===== src/pkg/rlp_pkg.sv =====
// Shared constants and types for the reset, link and polarity block
package rlp_pkg;

    // ------------------------------------------------------------
    // Geometry
    // ------------------------------------------------------------
    localparam int NPORT = 4;
    localparam int AW = 8;
    localparam int DW = 32;

    // ------------------------------------------------------------
    // Timing
    // ------------------------------------------------------------
    localparam int CLK_PERIOD_PS = 4000;
    localparam int MS_IN_PS_DIV1000 = 1000000;
    localparam int MS_CYCLES_NOM = MS_IN_PS_DIV1000 * 1000 / CLK_PERIOD_PS;
    localparam int LP_IDLE_MIN_MS = 8;
    localparam int LP_IDLE_MAX_MS = 17;
    localparam int LF_LOSS_MIN_MS = 65;
    localparam int LF_LOSS_MAX_MS = 132;
    // Tick counts land inside the windows for one tick of slop
    localparam logic [7:0] LP_TICKS =
        8'((LP_IDLE_MIN_MS + LP_IDLE_MAX_MS) / 2);
    localparam logic [7:0] LF_TICKS =
        8'((LF_LOSS_MIN_MS + LF_LOSS_MAX_MS) / 2);
    localparam logic [2:0] PULSES_TO_PASS = 3'h4;

    // ------------------------------------------------------------
    // Register map
    // ------------------------------------------------------------
    localparam logic [AW-1:0] OFS_CTRL = 8'h00;
    localparam logic [AW-1:0] OFS_STATUS = 8'h04;
    localparam int CTRL_LT_LSB = 0;
    localparam int CTRL_LP_LSB = 4;
    localparam int CTRL_PC_LSB = 8;
    localparam int CTRL_XD_LSB = 12;
    localparam int CTRL_TPALG_BIT = 16;
    localparam int CTRL_AUIALG_BIT = 17;
    localparam int ST_FAIL_LSB = 0;
    localparam int ST_INV_LSB = 4;
    localparam int ST_DONE_LSB = 8;
    localparam int ST_STRAP_LSB = 16;
    localparam logic [NPORT-1:0] LT_RESET = 4'hF;
    localparam logic [NPORT-1:0] LP_RESET = 4'hF;
    localparam logic [NPORT-1:0] XD_RESET = 4'h0;

    // ------------------------------------------------------------
    // Types
    // ------------------------------------------------------------
    typedef struct packed {
        logic [1:0] expansionSelectIn;
        logic serialIn;
        logic expansionCarrierIn;
        logic serialInDelayed;
        logic auiModeStrap;
    } rlp_strap_t;
    localparam int STRAP_W = $bits(rlp_strap_t);
    localparam rlp_strap_t STRAP_RESET = '0;

    typedef struct packed {
        logic [NPORT-1:0] linkPulse;
        logic [NPORT-1:0] packet;
        logic [NPORT-1:0] negDelim;
        logic [NPORT-1:0] posDelim;
    } rlp_rx_ev_t;

    typedef enum logic [1:0] {
        LINK_FAIL = 2'b01,
        LINK_PASS = 2'b10
    } rlp_link_t;

endpackage : rlp_pkg


===== src/rlp_top.sv =====
// Reset, strap capture, link test and polarity correction for four TP ports
//
// How it works
// - Internal reset holds while the active-low reset pin is low.
// - All control and status registers return to defaults under reset.
// - Under reset outputs are inactive, nothing driven, transmitters idle.
// - Strap pins are sampled when reset is released.
// - AUI mode strap low gives normal mode, high gives reverse.
// - Both reconnection algorithm selects default to standard after reset.
// - Link test enabled on all ports, ports start in link fail.
// - Polarity correction defaults off if serial input strap high.
// - Link pulse sent after transmitter idle within 8 to 17 ms.
// - No packets or pulses for 65 to 132 ms gives link fail.
// - Link fail blocks rx/tx; four pulses or a packet exits it.
// - With link test disabled a port never enters link fail.
// - Link pulses go out whatever fail state, if the port's pulse transmission is enabled.
// - Per-port control enables or disables link pulse transmission.
// - Per-port extended-distance bit selects a reduced rx threshold.
// - Enabled correction inverts rx polarity on a negative delimiter.
// - Polarity detection runs once after reset or link-fail exit.
// - Polarity correction enable is a per-port control bit.
`timescale 1ns/1ps
`default_nettype none

module rlp_top
    import rlp_pkg::*;
#(
    parameter int MS_CYCLES = MS_CYCLES_NOM
) (
    // Clock and reset
    input wire logic clk_sys,
    input wire logic sys_rst,
    // Device reset pin and straps
    input wire logic resetPin_n,
    input wire rlp_strap_t strapPins,
    // APB slave
    input wire logic psel,
    input wire logic penable,
    input wire logic pwrite,
    input wire logic [AW-1:0] paddr,
    input wire logic [DW-1:0] pwdata,
    output logic pready,
    output logic [DW-1:0] prdata,
    output logic pslverr,
    // Twisted-pair receive events and transmit activity
    input wire rlp_rx_ev_t rxEvents,
    input wire logic [NPORT-1:0] txActive,
    // Port controls
    output logic [NPORT-1:0] linkPulseTx,
    output logic [NPORT-1:0] portRxEn,
    output logic [NPORT-1:0] portTxEn,
    output logic [NPORT-1:0] rxPolInvert,
    output logic [NPORT-1:0] rxThreshLow,
    // Repeater configuration
    output logic tpAlgAlt,
    output logic auiAlgAlt,
    output logic auiCiOutEn,
    output rlp_strap_t strapLatched,
    output logic inReset
);

    // ------------------------------------------------------------
    // Reset pin and strap synchronisers
    // ------------------------------------------------------------
    logic [STRAP_W:0] syncA;
    logic [STRAP_W:0] syncB;
    logic [STRAP_W:0] syncC;
    logic [STRAP_W:0] syncVal;
    logic rstInt;
    logic rstIntPrev;

    always_ff @(posedge clk_sys) begin
        if (sys_rst) begin
            syncA <= '0;
            syncB <= '0;
            syncC <= '0;
            syncVal <= '0;
        end else begin
            syncA <= {resetPin_n, strapPins};
            syncB <= syncA;
            syncC <= syncB;
            for (int i = 0; i <= STRAP_W; i++) begin
                if (syncB[i] == syncC[i]) begin
                    syncVal[i] <= syncC[i];
                end
            end
        end
    end

    always_ff @(posedge clk_sys) begin
        rstInt <= sys_rst | ~syncVal[STRAP_W];
        rstIntPrev <= rstInt;
    end

    always_ff @(posedge clk_sys) begin
        inReset <= rstInt;
    end

    logic releaseNow;
    rlp_strap_t syncStrap;
    assign releaseNow = rstIntPrev & ~rstInt;
    assign syncStrap = syncVal[STRAP_W-1:0];

    // ------------------------------------------------------------
    // Strap capture
    // ------------------------------------------------------------
    always_ff @(posedge clk_sys) begin
        if (rstInt) begin
            strapLatched <= STRAP_RESET;
        end else if (releaseNow) begin
            strapLatched <= syncStrap;
        end
    end

    always_ff @(posedge clk_sys) begin
        if (rstInt) begin
            auiCiOutEn <= 1'b0;
        end else begin
            auiCiOutEn <= strapLatched.auiModeStrap;
        end
    end

    // ------------------------------------------------------------
    // Control register
    // ------------------------------------------------------------
    logic [NPORT-1:0] linkTestEn;
    logic [NPORT-1:0] pulseTxEn;
    logic [NPORT-1:0] polCorrEn;
    logic [NPORT-1:0] extDist;
    logic [NPORT-1:0] linkFail;
    logic [NPORT-1:0] polDone;
    logic [NPORT-1:0] polInv;
    logic apbWrite;
    logic apbRead;
    logic hitCtrl;
    logic hitStatus;

    assign apbWrite = psel & penable & pwrite & ~pready;
    assign apbRead = psel & penable & ~pwrite & ~pready;
    assign hitCtrl = paddr == OFS_CTRL;
    assign hitStatus = paddr == OFS_STATUS;

    always_ff @(posedge clk_sys) begin
        if (rstInt) begin
            linkTestEn <= LT_RESET;
        end else if (apbWrite && hitCtrl) begin
            linkTestEn <= pwdata[CTRL_LT_LSB +: NPORT];
        end
    end

    always_ff @(posedge clk_sys) begin
        if (rstInt) begin
            pulseTxEn <= LP_RESET;
        end else if (apbWrite && hitCtrl) begin
            pulseTxEn <= pwdata[CTRL_LP_LSB +: NPORT];
        end
    end

    always_ff @(posedge clk_sys) begin
        if (rstInt) begin
            extDist <= XD_RESET;
        end else if (apbWrite && hitCtrl) begin
            extDist <= pwdata[CTRL_XD_LSB +: NPORT];
        end
    end

    always_ff @(posedge clk_sys) begin
        if (rstInt) begin
            tpAlgAlt <= 1'b0;
            auiAlgAlt <= 1'b0;
        end else if (apbWrite && hitCtrl) begin
            tpAlgAlt <= pwdata[CTRL_TPALG_BIT];
            auiAlgAlt <= pwdata[CTRL_AUIALG_BIT];
        end
    end

    always_ff @(posedge clk_sys) begin
        if (rstInt) begin
            polCorrEn <= '0;
        end else if (releaseNow) begin
            polCorrEn <= {NPORT{~syncStrap.serialIn}};
        end else if (apbWrite && hitCtrl) begin
            polCorrEn <= pwdata[CTRL_PC_LSB +: NPORT];
        end
    end

    always_ff @(posedge clk_sys) begin
        if (rstInt) begin
            rxThreshLow <= '0;
        end else begin
            rxThreshLow <= extDist;
        end
    end

    // ------------------------------------------------------------
    // APB answer
    // ------------------------------------------------------------
    always_ff @(posedge clk_sys) begin
        if (rstInt) begin
            pready <= 1'b0;
        end else begin
            pready <= psel & penable & ~pready;
        end
    end

    always_ff @(posedge clk_sys) begin
        if (rstInt) begin
            pslverr <= 1'b0;
        end else begin
            pslverr <= (apbWrite & ~hitCtrl) |
                       (apbRead & ~hitCtrl & ~hitStatus);
        end
    end

    always_ff @(posedge clk_sys) begin
        if (rstInt) begin
            prdata <= '0;
        end else begin
            prdata <= '0;
            if (apbRead && hitCtrl) begin
                prdata[CTRL_LT_LSB +: NPORT] <= linkTestEn;
                prdata[CTRL_LP_LSB +: NPORT] <= pulseTxEn;
                prdata[CTRL_PC_LSB +: NPORT] <= polCorrEn;
                prdata[CTRL_XD_LSB +: NPORT] <= extDist;
                prdata[CTRL_TPALG_BIT] <= tpAlgAlt;
                prdata[CTRL_AUIALG_BIT] <= auiAlgAlt;
            end else if (apbRead && hitStatus) begin
                prdata[ST_FAIL_LSB +: NPORT] <= linkFail;
                prdata[ST_INV_LSB +: NPORT] <= polInv;
                prdata[ST_DONE_LSB +: NPORT] <= polDone;
                prdata[ST_STRAP_LSB +: STRAP_W] <= strapLatched;
            end
        end
    end

    // ------------------------------------------------------------
    // Millisecond tick
    // ------------------------------------------------------------
    logic [31:0] divCount;
    logic msTick;

    always_ff @(posedge clk_sys) begin
        if (rstInt) begin
            divCount <= '0;
            msTick <= 1'b0;
        end else if (divCount == 32'(MS_CYCLES - 1)) begin
            divCount <= '0;
            msTick <= 1'b1;
        end else begin
            divCount <= divCount + 32'h0000_0001;
            msTick <= 1'b0;
        end
    end

    // ------------------------------------------------------------
    // Per-port link test and polarity
    // ------------------------------------------------------------
    for (genvar p = 0; p < NPORT; p++) begin : gPort
        rlp_link_t linkState;
        rlp_link_t next_linkState;
        logic [7:0] idleTicks;
        logic [7:0] lossTicks;
        logic [2:0] pulseCount;
        logic heard;

        assign heard = rxEvents.linkPulse[p] | rxEvents.packet[p];

        // Transmit idle timer and link pulse generator
        always_ff @(posedge clk_sys) begin
            if (rstInt) begin
                idleTicks <= '0;
                linkPulseTx[p] <= 1'b0;
            end else if (txActive[p]) begin
                idleTicks <= '0;
                linkPulseTx[p] <= 1'b0;
            end else if (msTick && idleTicks == LP_TICKS - 8'h01) begin
                idleTicks <= '0;
                linkPulseTx[p] <= pulseTxEn[p];
            end else begin
                if (msTick) begin
                    idleTicks <= idleTicks + 8'h01;
                end
                linkPulseTx[p] <= 1'b0;
            end
        end

        // Receive silence timer
        always_ff @(posedge clk_sys) begin
            if (rstInt || heard) begin
                lossTicks <= '0;
            end else if (msTick && lossTicks != LF_TICKS) begin
                lossTicks <= lossTicks + 8'h01;
            end
        end

        // Consecutive link pulse counter
        always_ff @(posedge clk_sys) begin
            if (rstInt || linkState == LINK_PASS ||
                (lossTicks == LF_TICKS && !heard)) begin
                pulseCount <= '0;
            end else if (rxEvents.linkPulse[p] &&
                         pulseCount != PULSES_TO_PASS) begin
                pulseCount <= pulseCount + 3'h1;
            end
        end

        always_comb begin
            next_linkState = linkState;
            unique case (linkState)
                LINK_FAIL: begin
                    if (!linkTestEn[p] || rxEvents.packet[p] ||
                        (rxEvents.linkPulse[p] &&
                         pulseCount == PULSES_TO_PASS - 3'h1)) begin
                        next_linkState = LINK_PASS;
                    end
                end
                LINK_PASS: begin
                    if (linkTestEn[p] && lossTicks == LF_TICKS && !heard) begin
                        next_linkState = LINK_FAIL;
                    end
                end
                default: next_linkState = LINK_FAIL;
            endcase
        end

        always_ff @(posedge clk_sys) begin
            if (rstInt) begin
                linkState <= LINK_FAIL;
                linkFail[p] <= 1'b1;
                portRxEn[p] <= 1'b0;
                portTxEn[p] <= 1'b0;
            end else begin
                linkState <= next_linkState;
                linkFail[p] <= next_linkState == LINK_FAIL;
                portRxEn[p] <= next_linkState == LINK_PASS;
                portTxEn[p] <= next_linkState == LINK_PASS;
            end
        end

        // One-shot polarity decision, re-armed on each link-fail exit
        always_ff @(posedge clk_sys) begin
            if (rstInt) begin
                polDone[p] <= 1'b0;
                polInv[p] <= 1'b0;
            end else if (linkState == LINK_FAIL &&
                         next_linkState == LINK_PASS) begin
                polDone[p] <= 1'b0;
                polInv[p] <= 1'b0;
            end else if (linkState == LINK_PASS && !polDone[p] &&
                         polCorrEn[p]) begin
                if (rxEvents.negDelim[p]) begin
                    polInv[p] <= 1'b1;
                    polDone[p] <= 1'b1;
                end else if (rxEvents.posDelim[p]) begin
                    polDone[p] <= 1'b1;
                end
            end
        end

        always_ff @(posedge clk_sys) begin
            if (rstInt) begin
                rxPolInvert[p] <= 1'b0;
            end else begin
                rxPolInvert[p] <= polInv[p] & polCorrEn[p];
            end
        end
    end

endmodule : rlp_top

`default_nettype wire


===== config.mk =====
export PLATFORM = sky130hd
export DESIGN_NAME = rlp_top
export DESIGN_NICKNAME = d
export VERILOG_FILES = /design/src/pkg/rlp_pkg.sv /design/src/rlp_top.sv
export SDC_FILE = /design/constraint.sdc
export NUM_CORES = 1
export LEC_CHECK = 0
export BUFFER_PORTS_ARGS = -buffer_cell sky130_fd_sc_hd__buf_2
export CAP_MARGIN = 20
export CORE_AREA = 10 10 148 150
export CTS_CLUSTER_DIAMETER = 50
export DETAILED_ROUTE_END_ITERATION = 16
export DIE_AREA = 0 0 158 160
export GPL_ROUTABILITY_DRIVEN = 1
export HOLD_SLACK_MARGIN = 0.05
export PLACE_DENSITY = 0.73
export SLEW_MARGIN = 10
export SYNTH_ARGS = -nofsm -noshare
export SYNTH_HDL_FRONTEND = slang
export SYNTH_SLANG_ARGS = --single-unit

===== constraint.sdc =====
create_clock -name clk_sys -period 2.2 [get_ports clk_sys]
set_input_delay 0.22 -clock clk_sys [delete_from_list [all_inputs] [get_ports clk_sys]]
set_output_delay 0.22 -clock clk_sys [all_outputs]
set_load 0.02 [all_outputs]

==> metrics.log <==
[metrics] result of the run: finished clean
[metrics] Inserted Clock Buffers: 27
[metrics] grt ovf: 0
[metrics] count of input and output buffers: 111
[metrics] worst min-delay path startpoint: rxEvents[5]
[metrics] setup repair after global routing missed its margin: false
[metrics] TritonCTS clock tree: yes
[metrics] Core ar.: 19100 sq um
[metrics] Syn Area/Cell: 9.07 sq um
[metrics] net switching share of the total power: 0.211
[metrics] crit path cell chain: ha_1, nand3_2, or4_1, buf_4, or4_1, a21oi_1
[metrics] crit path DAT: 2.51 ns
[metrics] initial antenna violation count: 2
[metrics] main combinational cell family by area after synthesis: simple AND/OR/NAND/NOR gates
[metrics] power per cell area: 761 nW/um^2
[metrics] WP depth: 6
[metrics] most common flop cell mapped by yosys: dfxtp_1
[metrics] die footprint: 25300 sq um
[metrics] endpoint class of the critical path: flip-flop
[metrics] wire length reported by the detailed router: 20.4 mm
[metrics] latest clock arrival within the worst-skew pair: 0.53 ns
[metrics] Post CTS Setup Buffer Count: 0
[metrics] maximum ir drop on the vdd rail: 0.478 mV
[metrics] reg2reg path depth: 6
[metrics] First DRT Iteration DRCs: 379
[metrics] first-pass GRT wire length: 34.0 mm
[metrics] CTS clock-pin slew for the worst setup and hold paths: 0.06 ns
[metrics] async set or reset register ratio after synthesis: 0
[metrics] Hold EP: polInv[1]
[metrics] post-route antenna net violation count: 0
[metrics] headroom to the max-slew limit: 0.545
[metrics] FF-to-FF setup slack: 0.16 ns
[metrics] power share of the combinational group: 0.024
[metrics] internal power contribution: 0.00688 W
[metrics] flip-flop and latch count after synthesis: 224
[metrics] family of cells with the greatest summed delay on the critical path: simple AND/OR/NAND/NOR gates
[metrics] filler instances: 1614
[metrics] Netlist cell types: 57
[metrics] routability cong.: 0.804
[metrics] cell with the biggest individual delay on the critical path: or4_1
[metrics] Worst Hold Class: in -> reg
[metrics] post-DR wirelength/cell: 14.1 um
[metrics] slew at the pin closest to its max-slew limit: 0.681 ns
[metrics] clock skew after layout: 0.0112 ns
[metrics] maximum fanout along the worst path: 13
[metrics] sequential share of power: 0.468
[metrics] die span in y: 160 um
[metrics] NetSw: 0.00184 W
[metrics] Crit Path Category: reg -> reg
[metrics] Rows: 51
[metrics] Compound-Gate Fraction of Synth Area: 0.106
[metrics] share of the synthesized netlist area taken by xor and xnor gates: 0.0589
[metrics] post-route setup TNS: 0 ns
[metrics] # IOs: 136
[metrics] r2r startpoint: divCount[1]
[metrics] delay of the slowest cell on the worst path: 0.52 ns
[metrics] Starting Density: 0.491
[metrics] post-synthesis simple-gate area fraction: 0.227
[metrics] max-slew violations: 0
[metrics] share of the yosys chip area belonging to registers: 0.478
[metrics] endpoints failing hold: 0
[metrics] via density per instance: 5.24
[metrics] largest net degree at the start of global routing: 41
[metrics] data required time of the critical path: 2.66 ns
[metrics] Synthesis Warnings: 0
[metrics] number of global-route vias before repair: 7257
[metrics] number of DRC violations after detailed routing: 0
[metrics] maximum buffer depth of the clock tree: 3
[metrics] area delta synth->final: 22.2%
[metrics] number of nets in the final layout: 1295
[metrics] cell seen most often among critical-path stages: or4_1
[metrics] CTS root buf: clkbuf_16
[metrics] startpoint class of the critical path: flip-flop
[metrics] leakage power: 4.53 nW
[metrics] post-route core utilization: 0.600
[metrics] share of total power in the clock network: 0.508
[metrics] mapped cell area: 9370 sq um
[metrics] layout cells sized above 1: 0.160
[metrics] Buf/Inv on CP: 1
[metrics] Max Cap Violations: 0
[metrics] cell depth of the worst min-delay path: 3
[metrics] Critical R2R Capture: divCount[22]
[metrics] H-Tree Level Count: 1
[metrics] multiplexer share of the synthesized area: 0.0406
[metrics] clock period minus worst slack: 2.04 ns
[metrics] global-route total usage across every layer: 0.156
[metrics] Synth Instances: 1033
[metrics] number of detailed-routing iterations run before antenna repair: 5
[metrics] count of flip-flops with a built-in enable after synthesis: 0
[metrics] final setup fails: 0
[metrics] post-detail-place hpwl: 14.3 mm
[metrics] Final period util: 0.929
[metrics] fraction of the mapped netlist area in adder cells: 0.0441
[metrics] clock tree sinks: 224
[metrics] max frequency: 490 MHz
[metrics] number of vias in the routed layout: 7605
[metrics] Die Span X: 158 um
stage by stage:
stage	area (sq um)	hold WS (ns)	cells	setup WS, ns	power [W]
floorplan	9410	0.297	1042	0.147	0.00427
global placement	10200	0.390	1367	0.184	0.00433
detailed placement	10200	0.393	1367	0.148	0.00433
CTS	11500	0.0518	1449	0.142	0.00881
global route	11500	0.103	1450	0.0353	0.00900
finish	11500	0.0632	1450	0.157	0.00872
area by class of cell:
class	instances	area [sq um]	area share
Sequential cell	224	4490	0.392
Antenna cell	1	2.50	0.000218
Clock buffer	32	714	0.0624
Tap cell	238	298	0.0260
Inverter	47	176	0.0154
Multi-Input combinational cell	723	4510	0.394
Timing Repair Buffer	167	1070	0.0933
Clock inverter	18	201	0.0176
tightest hold or removal path, stage by stage:
cell and delay (ns):
buf_2 0.09, a41oi_1 0.11, nor3_1 0.12
cell families (layout without fill, tap and decap cells):
kind of cell / count (synthesis) / in the layout
flip-flops: 224 / 224
multiplexers: 38 / 38
buffers and inverters: 95 / 264
other: 1 / 11
XOR/XNOR: 63 / 63
adder cells (fa/ha/maj): 33 / 33
AND/OR/NAND/NOR: 417 / 417
AO/OA/AOI/OAI: 162 / 162
routing by layer:
layer,global-route usage,share of wire,vias up
li1,-,-,3904
met1,0.192,0.45,3545
met2,0.274,0.49,128
met3,0.0266,0.046,26
met4,0.0413,0.013,2
met5,0,0.00059,-
timing repair:
action / CTS / global route
hold buffers: 32 / 0
hold endpoints to repair: 34 / 0
resized for setup: 0 / 0
state kept, by name, summed over array words and instances (netlist names), 8 cells and up:
| name | flops |
|---|---|
| gPort.linkState | 8 |
| gPort.idleTicks | 32 |
| gPort.lossTicks | 32 |
| prdata | 22 |
| gPort.pulseCount | 12 |
| divCount | 32 |
power groups by stage:
stage	sequential, W	clock (W)	combinational, W
final	0.00408	0.00443	0.000209
after floorplan	0.00417	0	0.000102
after detailed placement	0.00417	0	0.000161
after CTS	0.00408	0.00452	0.000208
after global routing	0.00408	0.00469	0.000230
after global placement	0.00417	0	0.000159
worst max path at each step:
stage | start | endpoint | slack (ns)
final | divCount[1] | divCount[22] | 0.16
after global routing | divCount[1] | divCount[22] | 0.04
after CTS | divCount[1] | divCount[22] | 0.14
after detailed placement | divCount[1] | divCount[22] | 0.15
after global placement | divCount[1] | divCount[22] | 0.18
after floorplan | divCount[0] | divCount[30] | 0.15
Yosys cell counts, types with 8 or more instances:
| master | instances | area share |
|---|---|---|
| o31ai_1 | 14 | 0.011 |
| nor4_1 | 14 | 0.0093 |
| dfxtp_1 | 224 | 0.48 |
| o21ai_0 | 37 | 0.020 |
| or3_1 | 18 | 0.012 |
| nand3_1 | 13 | 0.0069 |
| xnor2_1 | 36 | 0.034 |
| xor2_1 | 27 | 0.025 |
| nor2_1 | 133 | 0.053 |
| inv_1 | 47 | 0.019 |
| nor3_1 | 26 | 0.014 |
| nand2_1 | 74 | 0.030 |
| nor2b_1 | 37 | 0.025 |
| and3_1 | 14 | 0.0093 |
| a21oi_1 | 57 | 0.030 |
| buf_4 | 14 | 0.011 |
| mux2i_1 | 38 | 0.041 |
| a31oi_1 | 15 | 0.010 |
| buf_1 | 8 | 0.0032 |
| ha_1 | 33 | 0.044 |
| clkbuf_1 | 23 | 0.0092 |
| or4_1 | 17 | 0.014 |
| nand4_1 | 34 | 0.023 |
cell usage in the layout, fill, tap and decap left out, types with 15 or more instances in the layout:
master	instances
a21oi_1	57
a31oi_1	15
buf_2	111
buf_4	23
clkbuf_16	27
dfxtp_1	223
dlygate4sd3_1	32
ha_1	33
inv_1	47
mux2i_1	38
nand2_1	74
nand4_1	34
nor2_1	133
nor2b_1	37
nor3_1	26
o21ai_0	37
or3_1	18
or4_1	17
xnor2_1	36
xor2_1	27
Power figures use the tool's default switching activity.
